===== config.mk =====
export PLATFORM = sky130hd
export DESIGN_NAME = rpts_regs
export DESIGN_NICKNAME = d
export VERILOG_FILES = /design/src/rpts_pkg.sv /design/src/rpts_scratch_mem.sv /design/src/rpts_regs.sv
export VERILOG_INCLUDE_DIRS = /design/src
export SDC_FILE = /design/constraint.sdc
export NUM_CORES = 1
export LEC_CHECK = 0
export ABC_AREA = 1
export BUFFER_PORTS_ARGS = -buffer_cell sky130_fd_sc_hd__buf_4
export CAP_MARGIN = 20
export CELL_PAD_IN_SITES_DETAIL_PLACEMENT = 1
export CELL_PAD_IN_SITES_GLOBAL_PLACEMENT = 1
export CORE_ASPECT_RATIO = 1.5
export CORE_MARGIN = 4
export CORE_UTILIZATION = 45
export DETAILED_ROUTE_END_ITERATION = 7
export PLACE_DENSITY = 0.86
export SKIP_CTS_REPAIR_TIMING = 1
export SLEW_MARGIN = 0
export SYNTH_ARGS = -nofsm -noshare
export SYNTH_HDL_FRONTEND = slang
export SYNTH_SLANG_ARGS = --single-unit

===== constraint.sdc =====
create_clock -name hclk -period 5.5 [get_ports hclk]
set_input_delay 0.825 -clock hclk [delete_from_list [all_inputs] [get_ports hclk]]
set_output_delay 0.825 -clock hclk [all_outputs]
set_load 0.05 [all_outputs]

===== src/rpts_params.svh =====
// constants of the ring poll timer and descriptor shadow register bank
`ifndef RPTS_PARAMS_SVH
`define RPTS_PARAMS_SVH
// Behaviour
// - current-rx register bits 11:0 copy the byte count of the rx count word.
// - current-tx register bits 31:24 copy bits 15:8 of the tx status word.
// - current-tx register bits 11:0 copy the byte count of the tx count word.
// - next-rx register bits 31:24 copy bits 15:8 of the rx status word.
// - next-rx register bits 11:0 copy the byte count of the rx count word.
// - reserved bits are written as zero by software; reads of them are meaningless.
// - shadow, poll and scratch registers are reachable only while stopped or suspended.
// - a 16-bit poll time counter counts up and triggers descriptor ring polls.
// - interval is two's complement of wait in half crystal periods; bits 3:0 ignored.
// - an implied bit 16 of one makes interval bit 15 a magnitude bit.
// - default interval value zero means 32,768 crystal periods between polls.
// - the default interval is set by initialization, not guaranteed right after reset.

// register byte offsets
`define RPTS_OFF_CUR_RX    5'h00
`define RPTS_OFF_CUR_TX    5'h04
`define RPTS_OFF_NXT_RX    5'h08
`define RPTS_OFF_POLL_CNT  5'h0C
`define RPTS_OFF_POLL_INT  5'h10
`define RPTS_OFF_SCR0      5'h14
`define RPTS_OFF_SCR1      5'h18
`define RPTS_OFF_CTRL      5'h1C
// control register bit positions
`define RPTS_CTRL_STOP     0
`define RPTS_CTRL_SUSPEND  1
`define RPTS_CTRL_START    2
`define RPTS_CTRL_INIT     3
// shadow register field positions
`define RPTS_STAT_MSB      31
`define RPTS_STAT_LSB      24
`define RPTS_WORD_STAT_MSB 15
`define RPTS_WORD_STAT_LSB 8
`define RPTS_COUNT_MSB     11
// interval field
`define RPTS_INT_MSB       15
`define RPTS_INT_IGN_BITS  4
// reset and default values
`define RPTS_STOP_RESET    1'b1
`define RPTS_SUSP_RESET    1'b0
`define RPTS_POLL_INT_RST  16'h0000
`define RPTS_POLL_INT_DEF  16'h0000
`define RPTS_POLL_CNT_RST  16'h0000
`define RPTS_POLL_CNT_TOP  16'hFFFF
// timing: system clock period, picoseconds
`define RPTS_CLK_PERIOD_PS 8000
`endif


===== src/rpts_pkg.sv =====
// types of the ring poll timer and descriptor shadow register bank
`default_nettype none
package rpts_pkg;
  // one descriptor snapshot as the dma engine presents it
  typedef struct packed {
    logic [15:0] status_word;
    logic [15:0] count_word;
  } rpts_desc_t;

  // one status and byte count shadow
  typedef struct packed {
    logic [7:0]  status;
    logic [11:0] count;
  } rpts_shadow_t;

  // registers of the bank
  typedef enum logic [3:0] {
    RPTS_R_CUR_RX, RPTS_R_CUR_TX, RPTS_R_NXT_RX, RPTS_R_POLL_CNT,
    RPTS_R_POLL_INT, RPTS_R_SCR0, RPTS_R_SCR1, RPTS_R_CTRL, RPTS_R_NONE
  } rpts_reg_t;

  // bus phase
  typedef enum logic {RPTS_PH_IDLE, RPTS_PH_READ} rpts_phase_t;

  // state of the bank apart from the scratch words
  typedef struct packed {
    rpts_phase_t        phase;
    logic               wr_pend;
    rpts_reg_t          wr_reg;
    rpts_reg_t          rd_reg;
    logic [31:0]        rdata;
    logic               readyout;
    rpts_shadow_t [2:0] shadow;
    logic [15:0]        poll_cnt;
    logic [15:0]        poll_int;
    logic [15:0]        div_cnt;
    logic               poll_req;
    logic               stop;
    logic               suspend;
  } rpts_state_t;
endpackage : rpts_pkg
`default_nettype wire


===== src/rpts_scratch_mem.sv =====
// small storage for the scratch words, registered read data
`timescale 1ns/1ps
`default_nettype none
module rpts_scratch_mem #(
  parameter int WIDTH = 32,
  parameter int DEPTH = 2
) (
  // clock
  input  wire logic                     hclk,
  // write port
  input  wire logic                     we,
  input  wire logic [$clog2(DEPTH)-1:0] waddr,
  input  wire logic [WIDTH-1:0]         wdata,
  // read port
  input  wire logic                     re,
  input  wire logic [$clog2(DEPTH)-1:0] raddr,
  output logic      [WIDTH-1:0]         rdata
);
  logic [WIDTH-1:0] mem [DEPTH];

  // write and registered read
  always_ff @(posedge hclk)
  begin
    if (we)
    begin
      mem[waddr] <= wdata;
    end
    if (re)
    begin
      rdata <= mem[raddr];
    end
  end
endmodule : rpts_scratch_mem
`default_nettype wire


===== src/rpts_regs.sv =====
// descriptor shadow, poll timer and scratch registers behind an ahb-lite slave
`timescale 1ns/1ps
`default_nettype none
`include "rpts_params.svh"
module rpts_regs #(
  parameter int ADDR_W         = 12,
  parameter int XTAL_PERIOD_PS = 50000
) (
  // clock and reset
  input  wire logic                 hclk,
  input  wire logic                 hresetn,
  // ahb-lite slave
  input  wire logic                 hsel,
  input  wire logic [ADDR_W-1:0]    haddr,
  input  wire logic [1:0]           htrans,
  input  wire logic                 hwrite,
  input  wire logic [2:0]           hsize,
  input  wire logic [31:0]          hwdata,
  input  wire logic                 hready,
  output logic      [31:0]          hrdata,
  output logic                      hreadyout,
  output logic                      hresp,
  // descriptor snapshots: bit 0 cur rx, bit 1 cur tx, bit 2 next rx
  input  wire logic [2:0]           desc_load,
  input  wire rpts_pkg::rpts_desc_t desc_words,
  // polling and run state
  output logic                      ring_poll_req,
  output logic                      ctrl_stop,
  output logic                      ctrl_suspend
);
  import rpts_pkg::*;

  // half crystal period in clocks, rounded down, never below one
  localparam int HALF_RAW = (XTAL_PERIOD_PS / 2) / `RPTS_CLK_PERIOD_PS;
  localparam int HALF_CYC = (HALF_RAW < 1) ? 1 : HALF_RAW;
  localparam logic [15:0] HALF_LAST = 16'(HALF_CYC - 1);

  rpts_state_t st;
  rpts_state_t next_st;
  logic        allowed;
  logic        running;
  logic        tick;
  logic        accept;
  logic        mem_we;
  logic        mem_re;
  logic [31:0] mem_rdata;
  rpts_reg_t   addr_reg;

  ////////////////////////////////////////////////////////////////////////////
  // decoding

  // byte address to register
  function automatic rpts_reg_t rpts_decode(input logic [ADDR_W-1:0] a);
    rpts_reg_t r;
    r = RPTS_R_NONE;
    if (a[ADDR_W-1:5] == '0)
    begin
      case (a[4:0])
        `RPTS_OFF_CUR_RX:   r = RPTS_R_CUR_RX;
        `RPTS_OFF_CUR_TX:   r = RPTS_R_CUR_TX;
        `RPTS_OFF_NXT_RX:   r = RPTS_R_NXT_RX;
        `RPTS_OFF_POLL_CNT: r = RPTS_R_POLL_CNT;
        `RPTS_OFF_POLL_INT: r = RPTS_R_POLL_INT;
        `RPTS_OFF_SCR0:     r = RPTS_R_SCR0;
        `RPTS_OFF_SCR1:     r = RPTS_R_SCR1;
        `RPTS_OFF_CTRL:     r = RPTS_R_CTRL;
        default:            r = RPTS_R_NONE;
      endcase
    end
    return r;
  endfunction : rpts_decode

  // shadow register as a bus word, reserved bits read zero
  function automatic logic [31:0] rpts_pack(input rpts_shadow_t s);
    return {s.status, 12'h000, s.count};
  endfunction : rpts_pack

  // register index of a shadow, used by reads and writes alike
  function automatic int rpts_shadow_idx(input rpts_reg_t r);
    case (r)
      RPTS_R_CUR_RX: return 0;
      RPTS_R_CUR_TX: return 1;
      default:       return 2;
    endcase
  endfunction : rpts_shadow_idx

  ////////////////////////////////////////////////////////////////////////////
  // bus strobes and gating

  // locked registers answer only while stopped or suspended
  assign allowed  = st.stop | st.suspend;
  assign running  = ~st.stop & ~st.suspend;
  assign tick     = (st.div_cnt == HALF_LAST);
  assign accept   = hsel & htrans[1] & hready;
  assign addr_reg = rpts_decode(haddr);
  assign mem_re   = accept & ~hwrite & (addr_reg == RPTS_R_SCR0 || addr_reg == RPTS_R_SCR1);
  assign mem_we   = st.wr_pend & allowed
                  & (st.wr_reg == RPTS_R_SCR0 || st.wr_reg == RPTS_R_SCR1);

  // scratch words
  rpts_scratch_mem #(
    .WIDTH (32),
    .DEPTH (2)
  ) u_scratch (
    .hclk  (hclk),
    .we    (mem_we),
    .waddr (st.wr_reg == RPTS_R_SCR1),
    .wdata (hwdata),
    .re    (mem_re),
    .raddr (addr_reg == RPTS_R_SCR1),
    .rdata (mem_rdata)
  );

  ////////////////////////////////////////////////////////////////////////////
  // next state

  always_comb
  begin
    next_st          = st;
    next_st.poll_req = 1'b0;
    // half crystal period divider, free running
    next_st.div_cnt  = tick ? 16'h0000 : st.div_cnt + 16'h0001;
    // write data phase
    if (st.wr_pend)
    begin
      next_st.wr_pend = 1'b0;
      if (st.wr_reg == RPTS_R_CTRL)
      begin
        next_st.stop    = hwdata[`RPTS_CTRL_STOP];
        next_st.suspend = hwdata[`RPTS_CTRL_SUSPEND];
        if (hwdata[`RPTS_CTRL_START])
        begin
          next_st.stop = 1'b0;
        end
        if (hwdata[`RPTS_CTRL_INIT])
        begin
          next_st.poll_int = `RPTS_POLL_INT_DEF;
          next_st.poll_cnt = `RPTS_POLL_INT_DEF;
        end
      end
      else if (allowed)
      begin
        case (st.wr_reg)
          RPTS_R_CUR_RX, RPTS_R_CUR_TX, RPTS_R_NXT_RX:
          begin
            // only the defined fields are kept
            next_st.shadow[rpts_shadow_idx(st.wr_reg)].status =
              hwdata[`RPTS_STAT_MSB:`RPTS_STAT_LSB];
            next_st.shadow[rpts_shadow_idx(st.wr_reg)].count = hwdata[`RPTS_COUNT_MSB:0];
          end
          RPTS_R_POLL_CNT: next_st.poll_cnt = hwdata[15:0];
          RPTS_R_POLL_INT: next_st.poll_int = hwdata[`RPTS_INT_MSB:0];
          default: next_st.wr_pend = 1'b0;
        endcase
      end
    end
    // descriptor snapshots win over software writes
    for (int i = 0; i < 3; i++)
    begin
      if (desc_load[i])
      begin
        next_st.shadow[i].status =
          desc_words.status_word[`RPTS_WORD_STAT_MSB:`RPTS_WORD_STAT_LSB];
        next_st.shadow[i].count  = desc_words.count_word[`RPTS_COUNT_MSB:0];
      end
    end
    // poll time counter, implied bit 16 set: carry out of 16 bits ends the wait
    if (running && tick)
    begin
      if (st.poll_cnt == `RPTS_POLL_CNT_TOP)
      begin
        next_st.poll_req = 1'b1;
        next_st.poll_cnt = {st.poll_int[`RPTS_INT_MSB:`RPTS_INT_IGN_BITS],
                            `RPTS_INT_IGN_BITS'(0)};
      end
      else
      begin
        next_st.poll_cnt = st.poll_cnt + 16'h0001;
      end
    end
    // read data phase: one wait state, then the word
    case (st.phase)
      RPTS_PH_READ:
      begin
        next_st.phase    = RPTS_PH_IDLE;
        next_st.readyout = 1'b1;
        next_st.rdata    = 32'h0000_0000;
        if (st.rd_reg == RPTS_R_CTRL)
        begin
          next_st.rdata[`RPTS_CTRL_STOP]    = st.stop;
          next_st.rdata[`RPTS_CTRL_SUSPEND] = st.suspend;
        end
        else if (allowed)
        begin
          case (st.rd_reg)
            RPTS_R_CUR_RX, RPTS_R_CUR_TX, RPTS_R_NXT_RX:
              next_st.rdata = rpts_pack(st.shadow[rpts_shadow_idx(st.rd_reg)]);
            RPTS_R_POLL_CNT: next_st.rdata = {16'h0000, st.poll_cnt};
            RPTS_R_POLL_INT: next_st.rdata = {16'h0000, st.poll_int};
            RPTS_R_SCR0, RPTS_R_SCR1: next_st.rdata = mem_rdata;
            default: next_st.rdata = 32'h0000_0000;
          endcase
        end
      end
      default:
      begin
        if (accept)
        begin
          if (hwrite)
          begin
            next_st.wr_pend = 1'b1;
            next_st.wr_reg  = addr_reg;
          end
          else
          begin
            next_st.phase    = RPTS_PH_READ;
            next_st.readyout = 1'b0;
            next_st.rd_reg   = addr_reg;
          end
        end
      end
    endcase
  end

  ////////////////////////////////////////////////////////////////////////////
  // state register

  always_ff @(posedge hclk or negedge hresetn)
  begin
    if (!hresetn)
    begin
      st          <= '0;
      st.phase    <= RPTS_PH_IDLE;
      st.wr_reg   <= RPTS_R_NONE;
      st.rd_reg   <= RPTS_R_NONE;
      st.readyout <= 1'b1;
      st.poll_cnt <= `RPTS_POLL_CNT_RST;
      st.poll_int <= `RPTS_POLL_INT_RST;
      st.stop     <= `RPTS_STOP_RESET;
      st.suspend  <= `RPTS_SUSP_RESET;
    end
    else
    begin
      st <= next_st;
    end
  end

  // outputs straight from the state flops, hresp tied to zero
  assign hrdata        = st.rdata;
  assign hreadyout     = st.readyout;
  assign hresp         = 1'b0;
  assign ring_poll_req = st.poll_req;
  assign ctrl_stop     = st.stop;
  assign ctrl_suspend  = st.suspend;
endmodule : rpts_regs
`default_nettype wire


### Word-level counts from Yosys, hierarchy flattened

Memory sizes are Yosys's and may differ from the RTL's. A register that Yosys moved wholly into a read port is not among the register bits.
Index checks and enable logic that the tools add are counted.

| word-level totals | value |
|---|---|
| bits in registers | 154 |
| memory bits (writable) | 64 |
| memory bits (read-only) | 128 |
| input bits | 89 |
| output and inout bits | 37 |
| word-level logic and storage cells | 147 |
| memories | 2 |

Memories:

| memory | depth | width | read ports | clocked after Yosys merged registers in | wr ports | RTL line | text |
|---|---|---|---|---|---|---|---|
| (no name shown) | 32 | 4 | 1 | 0 | 0 | rpts_regs.sv:58 | `case (a[4:0])` |
| u_scratch.mem | 2 | 32 | 1 | 1 | 1 | rpts_scratch_mem.sv:19 | `logic [WIDTH-1:0] mem [DEPTH];` |

| operators by class | value |
|---|---|
| add/sub/neg operators | 2 |
| order comparisons | 3 |
| equal/unequal tests | 24 |
| multiplexer cells | 52 |
| bitwise gates (word level) | 12 |
| reduce and logical (&&, ||, !) cells | 34 |

Operators by type and width:

| kind | number |
|---|---|
| $mux W32 | 11 |
| $mux W92 | 2 |
| $pmux W32 S4 | 1 |
| $bwmux W60 | 2 |
| $mux W20 | 6 |
| $mux W60 | 2 |
| $demux W20 S2 | 2 |
| $mux W16 | 5 |
| $lt A32 B4 Y1 const B | 2 |
| $bmux W20 S2 | 1 |
| $eq A4 B3 Y1 const B | 10 |
| $add A16 B1 Y16 const B | 2 |
| $ge A32 B1 Y1 const B | 1 |
| $mux W30 | 1 |
| $reduce_bool A2 Y1 | 13 |
| $reduce_and A4 Y1 | 5 |
| $eq A16 B16 Y1 const B | 1 |
| $eq A16 B2 Y1 const B | 1 |
| $eq A4 B2 Y1 const B | 4 |
| $mux W12 | 1 |
| $mux W1 | 10 |
| $mux W10 | 1 |
| $mux W9 | 1 |
| $eq A4 B1 Y1 const B | 2 |
| other kinds (19) | 40 |

### Longest topological paths before layout

| logic depth | value |
|---|---|
| depth in word-level cells | 17 |
| mapped depth | 11 |

### By module

A second synthesis with hierarchy kept.

| unflattened totals | value |
|---|---|
| cells, all modules | 1389 |
| area total of the unflattened synthesis | 12195.4 µm² |

By module, submodules not included:

| module | instances | cells an instance | area each (µm²) | sequential area each (µm²) |
|---|---|---|---|---|
| rpts_regs | 1 | 1185 | 8805.9 | 3858.7 |
| rpts_scratch_mem | 1 | 204 | 3389.5 | 2882.8 |

### Worst setup path after synthesis

No wires, ideal clock.

| path | value |
|---|---|
| path type | reg2reg |
| from | register st (netlist bit ctrl_suspend) |
| to | memory u_scratch.mem[1][0], enable pin |
| arrival time | 4086 ps |
| data required time | 4999 ps |
| slack | 913 ps |
| cell stages (with the launch flop) | 5 |
| period minus slack after synthesis | 4587 ps |
| path through | dfrtp_1 nor2_8 nor2_2 inv_1 nor4_1 |

| on the way | value |
|---|---|
| longest elaborated chain between the ends | 5 |

RTL lines:

| element | RTL line | text |
|---|---|---|
| from (decl) | rpts_regs.sv:38 | `rpts_state_t st;` |
| from (signal assigned) | rpts_regs.sv:244 | `st <= next_st;` |
| $or A1 B1 Y1 | rpts_regs.sv:91 | `assign allowed = st.stop \| st.suspend;` |
| $and A1 B1 Y1 | rpts_regs.sv:97 | `assign mem_we = st.wr_pend & allowed` |
| $and A1 B1 Y1 | rpts_regs.sv:98 | `& (st.wr_reg == RPTS_R_SCR0 \|\| st.wr_reg == RPTS_R_SCR1);` |
| $mux W1 | rpts_scratch_mem.sv:24 | `if (we)` |
| $mux W1 (implied by the code) | rpts_scratch_mem.sv:26 | `mem[waddr] <= wdata;` |
| to (decl) | rpts_scratch_mem.sv:19 |  |

No other way between the ends.

### Worst setup path in the final report

| path | value |
|---|---|
| from | register st[151] (netlist name) |
| to | register st[105] (netlist name) |

| on the way | value |
|---|---|
| longest elaborated chain between the ends | 17 |

RTL lines:

| element | RTL line | text |
|---|---|---|
| $eq A4 B1 Y1 / $logic_not A4 Y1 (equally long branches) | -- |  |
| $pmux W2 S2 | rpts_regs.sv:80 | `case (r)` |
| $mux W32 | rpts_regs.sv:143 | `case (st.wr_reg)` |
| $mux W32 | rpts_regs.sv:141 | `else if (allowed)` |
| $mux W32 | rpts_regs.sv:127 | `if (st.wr_reg == RPTS_R_CTRL)` |
| $mux W32 | rpts_regs.sv:124 | `if (st.wr_pend)` |
| $ge A32 B1 Y1 / $lt A32 B4 Y1 (equally long branches) | rpts_regs.sv:147 | `next_st.shadow[rpts_shadow_idx(st.wr_reg)].status =` |
| $logic_and A1 B1 Y1 | rpts_regs.sv:147 |  |
| $mux W20 | rpts_regs.sv:147 |  |
| $demux W20 S2 | rpts_regs.sv:147 |  |
| $bwmux W60 | rpts_regs.sv:147 |  |
| $bwmux W60 | rpts_regs.sv:149 | `` next_st.shadow[rpts_shadow_idx(st.wr_reg)].count = hwdata[`RPTS_COUNT_MSB:0]; `` |
| $mux W60 | rpts_regs.sv:143 |  |
| $mux W92 | rpts_regs.sv:141 |  |
| $mux W60 | rpts_regs.sv:127 |  |
| $mux W92 | rpts_regs.sv:124 |  |
| $mux W20 | rpts_regs.sv:160 | `if (desc_load[i])` |

Parallel ways exist; a longest one is shown, timed or not. The select of a mux whose other input is x is not followed.
A chain may end at the register's enable or synchronous reset.

==> impl_metrics.toml <==
[placed_design]
dp_hpwl_um = 25520
pre_cts_ws_ps = 1830
dp_cells = 1778
port_buffers = 108
place_congestion = 0.8684
dpl_cell_area_sq_um = 13230

[synth]
synthTopCellsByCount = "nand2_1 (343), inv_1 (211), dfrtp_1 (150)"
async_reset_ff_share_pct = 61.60
synth.cell_area_sq_um = 12470
yosysUniqueCellTypes = 49
ys_seq_area_share_pct = 54.07
syn_nets = 1506
yosys.cell_count.top_type = "nand2_1"
synth_edf_count = 96
yosysWarnings = 0
synth_flop_cell = "dfrtp_1"
synth-seq-cells = 250
synth_area_leaders = "dfrtp_1 (30%), edfxtp_1 (23%), nand2_1 (10%)"
synth_top_area_share_pct = 30.11
syn_area_per_cell_sq_um = 8.817
synthesis.instances = 1414
synth_top_cell_by_area = "dfrtp_1"

[route]
wirelength_um = 37910
wl_per_cell_um = 20.78
detail-route-antenna-nets = 0
viasPerCell = 5.663
first_iter_violations = 814
dr.pass1.iters = 4
drc_errors = 0
dr_total_vias = 10330

[clock_network]
cts.sinks = 250
htree_levels = 1
clk_pin_slew_ps = 60
clk_latency_ps = 540
cts_buffer_depth = 3
cts_tree = "built"
numCtsBuffers = 25
cts_root_buf = "clkbuf_16"

[sta]
period_minus_slack_ps = 3245
finalClockSkew_ps = 13.53
final.setup.tns_ps = 0
worstMarginPinSlew_ps = 1087
timing.fmax_mhz = 308.2
fin_ws_ps = 2255
hold_viol_final = 0
min_period_over_period_pct = 59.00
maxSlewHeadroom_pct = 27.35
rsz0062_at_grt = "false"
slew_violations = 0
setup_violations = 0

[power_and_ir_drop]
p_int_w = 0.003177
finalPower_w = 0.004355
p_seq_share_pct = 47.3
irDropWorstVdd_v = 0.0001898
combPwrFrac_pct = 12.9
pwr-share-clk_pct = 39.8
power.density_nw_per_um2 = 309.8
switchingPower_w = 0.001178
p_sw_share_pct = 27.05
power_leakage_nw = 6.559

[setup_path]
cp.required_ps = 5950
cp-start-kind = "flip-flop"
critPathKind = "reg2reg"
cpMaxStageDelayCell = "nand3_1"
path_max_fanout = 21
cpMostUsedCell = "nand3_1"
cp_cell_sequence = "nor2_2, nand3_1, nand3_1, o22ai_1, nand2_1, o21ai_0"
worstPathArrival_ps = 3700
slowest_delay_ps = 1070
worstSetupEndpointType = "flip-flop"

[final_layout]
instances_no_fill = 1824
synthToLayoutAreaGrowth_pct = 12.76
drive_above_1_share_pct = 14.24
diodes = 0
nets = 1556
fin_area_sq_um = 14060
fill_cells = 3148

[floorplan]
dieArea_sq_um = 30490
die_y_um = 211.9
initial_core_util_pct = 45.64
design.core.area_sq_um = 27310
fp.dieW_um = 143.9
row_count = 74
io_pins = 126

[global_route]
grt_pass1_wl_um = 59330
use_met1_pct = 28.97
grt_usage_pct = 24.88
grt_max_degree = 76
grt_pass1_vias = 11167
antenna_found_initial = 0
use_met2_pct = 44.65
top_usage_layer = "met2"
met3_usage_pct = 3.186
grt_overflow = 0

[job]
drv_cap = 0

[outcome]
outcome = "finished, final reports clean"

[min_path]
hp-class = "in2async"
-- layer usage --
layer | wire length [um] | part of all wire (%)
met1 | 14310 | 38
met2 | 19910 | 53
met3 | 1898 | 5.0
met5 | 0 | 0
met4 | 1787 | 4.7
-- final timing paths --
check	from	to	slack [ps]	depth (start not counted)
max reg2reg	st[151]$_DFFE_PN1P_	st[105]$_DFFE_PN0P_	2260	6
min in group hclk	hwdata[19]	u_scratch.mem[1][19]$_DFFE_PP_	470	1
max	st[151]$_DFFE_PN1P_	st[105]$_DFFE_PN0P_	2260	6
min reg2reg	st[18]$_DFF_PN0_	st[18]$_DFF_PN0_	480	1
min	hresetn	st[7]$_DFF_PN0_	310	1
max in group asynchronous	hresetn	st[73]$_DFFE_PN0P_	4040	2
-- kinds of logic (layout without fill, tap and decap cells) --
group	count (synthesis)	count (layout)	share of synthesized area (%)
flip-flops	250	250	54.07
AO/OA/AOI/OAI	307	307	14.47
adder cells (fa/ha/maj)	3	3	0.3011
AND/OR/NAND/NOR	520	520	18.62
other	1	1	0.03008
XOR/XNOR	15	15	1.054
buffers and inverters	318	386	11.45
-- registers in the layout, summed over array words and instances, names as in the netlist --
name and count:
ring_poll_req 1, ctrl_stop 1, ctrl_suspend 1, hreadyout 1, u_scratch.rdata 32, st 118, hrdata 32, u_scratch.mem 64
-- worst max-delay path: cells and delay by family (launching register included) --
kind / cells / cell delay [ps]
DFF: 1 / 570
and+or+nand+nor: 4 / 1990
AOI/OAI and AO/OA: 2 / 590
-- power by group through the flow --
stage          registers (W)  clock network [W]  logic [W]
2_1_floorplan        0.00208                  0   0.000381
3_3_place_gp         0.00209                  0   0.000535
3_5_place_dp         0.00209                  0   0.000553
4_1_cts              0.00206            0.00175   0.000563
5_1_grt              0.00207            0.00184   0.000606
6_report             0.00206            0.00173   0.000564
-- cells in the final DEF, fill, tap and decap left out, drive strengths merged, types with 22 or more instances in the layout --
master and count:
nor2 74, inv 222, buf 118, nand2 352
clkbuf 37, edfxtp 96, o32ai 38, nand4 22
a21oi 29, nand3 58, o21ai 193, o22ai 23
dfrtp 150
-- per-stage QoR --
stage               hold WS, ps  utilization (%)
finish                    312.9            51.47
global route              364.9            51.47
CTS                       342.9            51.44
detailed placement        463.3            48.45
global placement          441.9            48.45
floorplan                 428.3                -
-- cell type report --
| type | instances | area, sq um | share of cell area (%) |
|---|---|---|---|
| sequential | 250 | 6741 | 47.96 |
| tap | 342 | 427.9 | 3.044 |
| clock inverter | 8 | 95.09 | 0.6765 |
| multi-input combinational | 846 | 4343 | 30.89 |
| inverter | 223 | 839.6 | 5.972 |
| clock buffer | 37 | 720.7 | 5.127 |
| timing repair buffer | 118 | 889.6 | 6.328 |
Note: power is estimated with default switching activity, not from simulation.
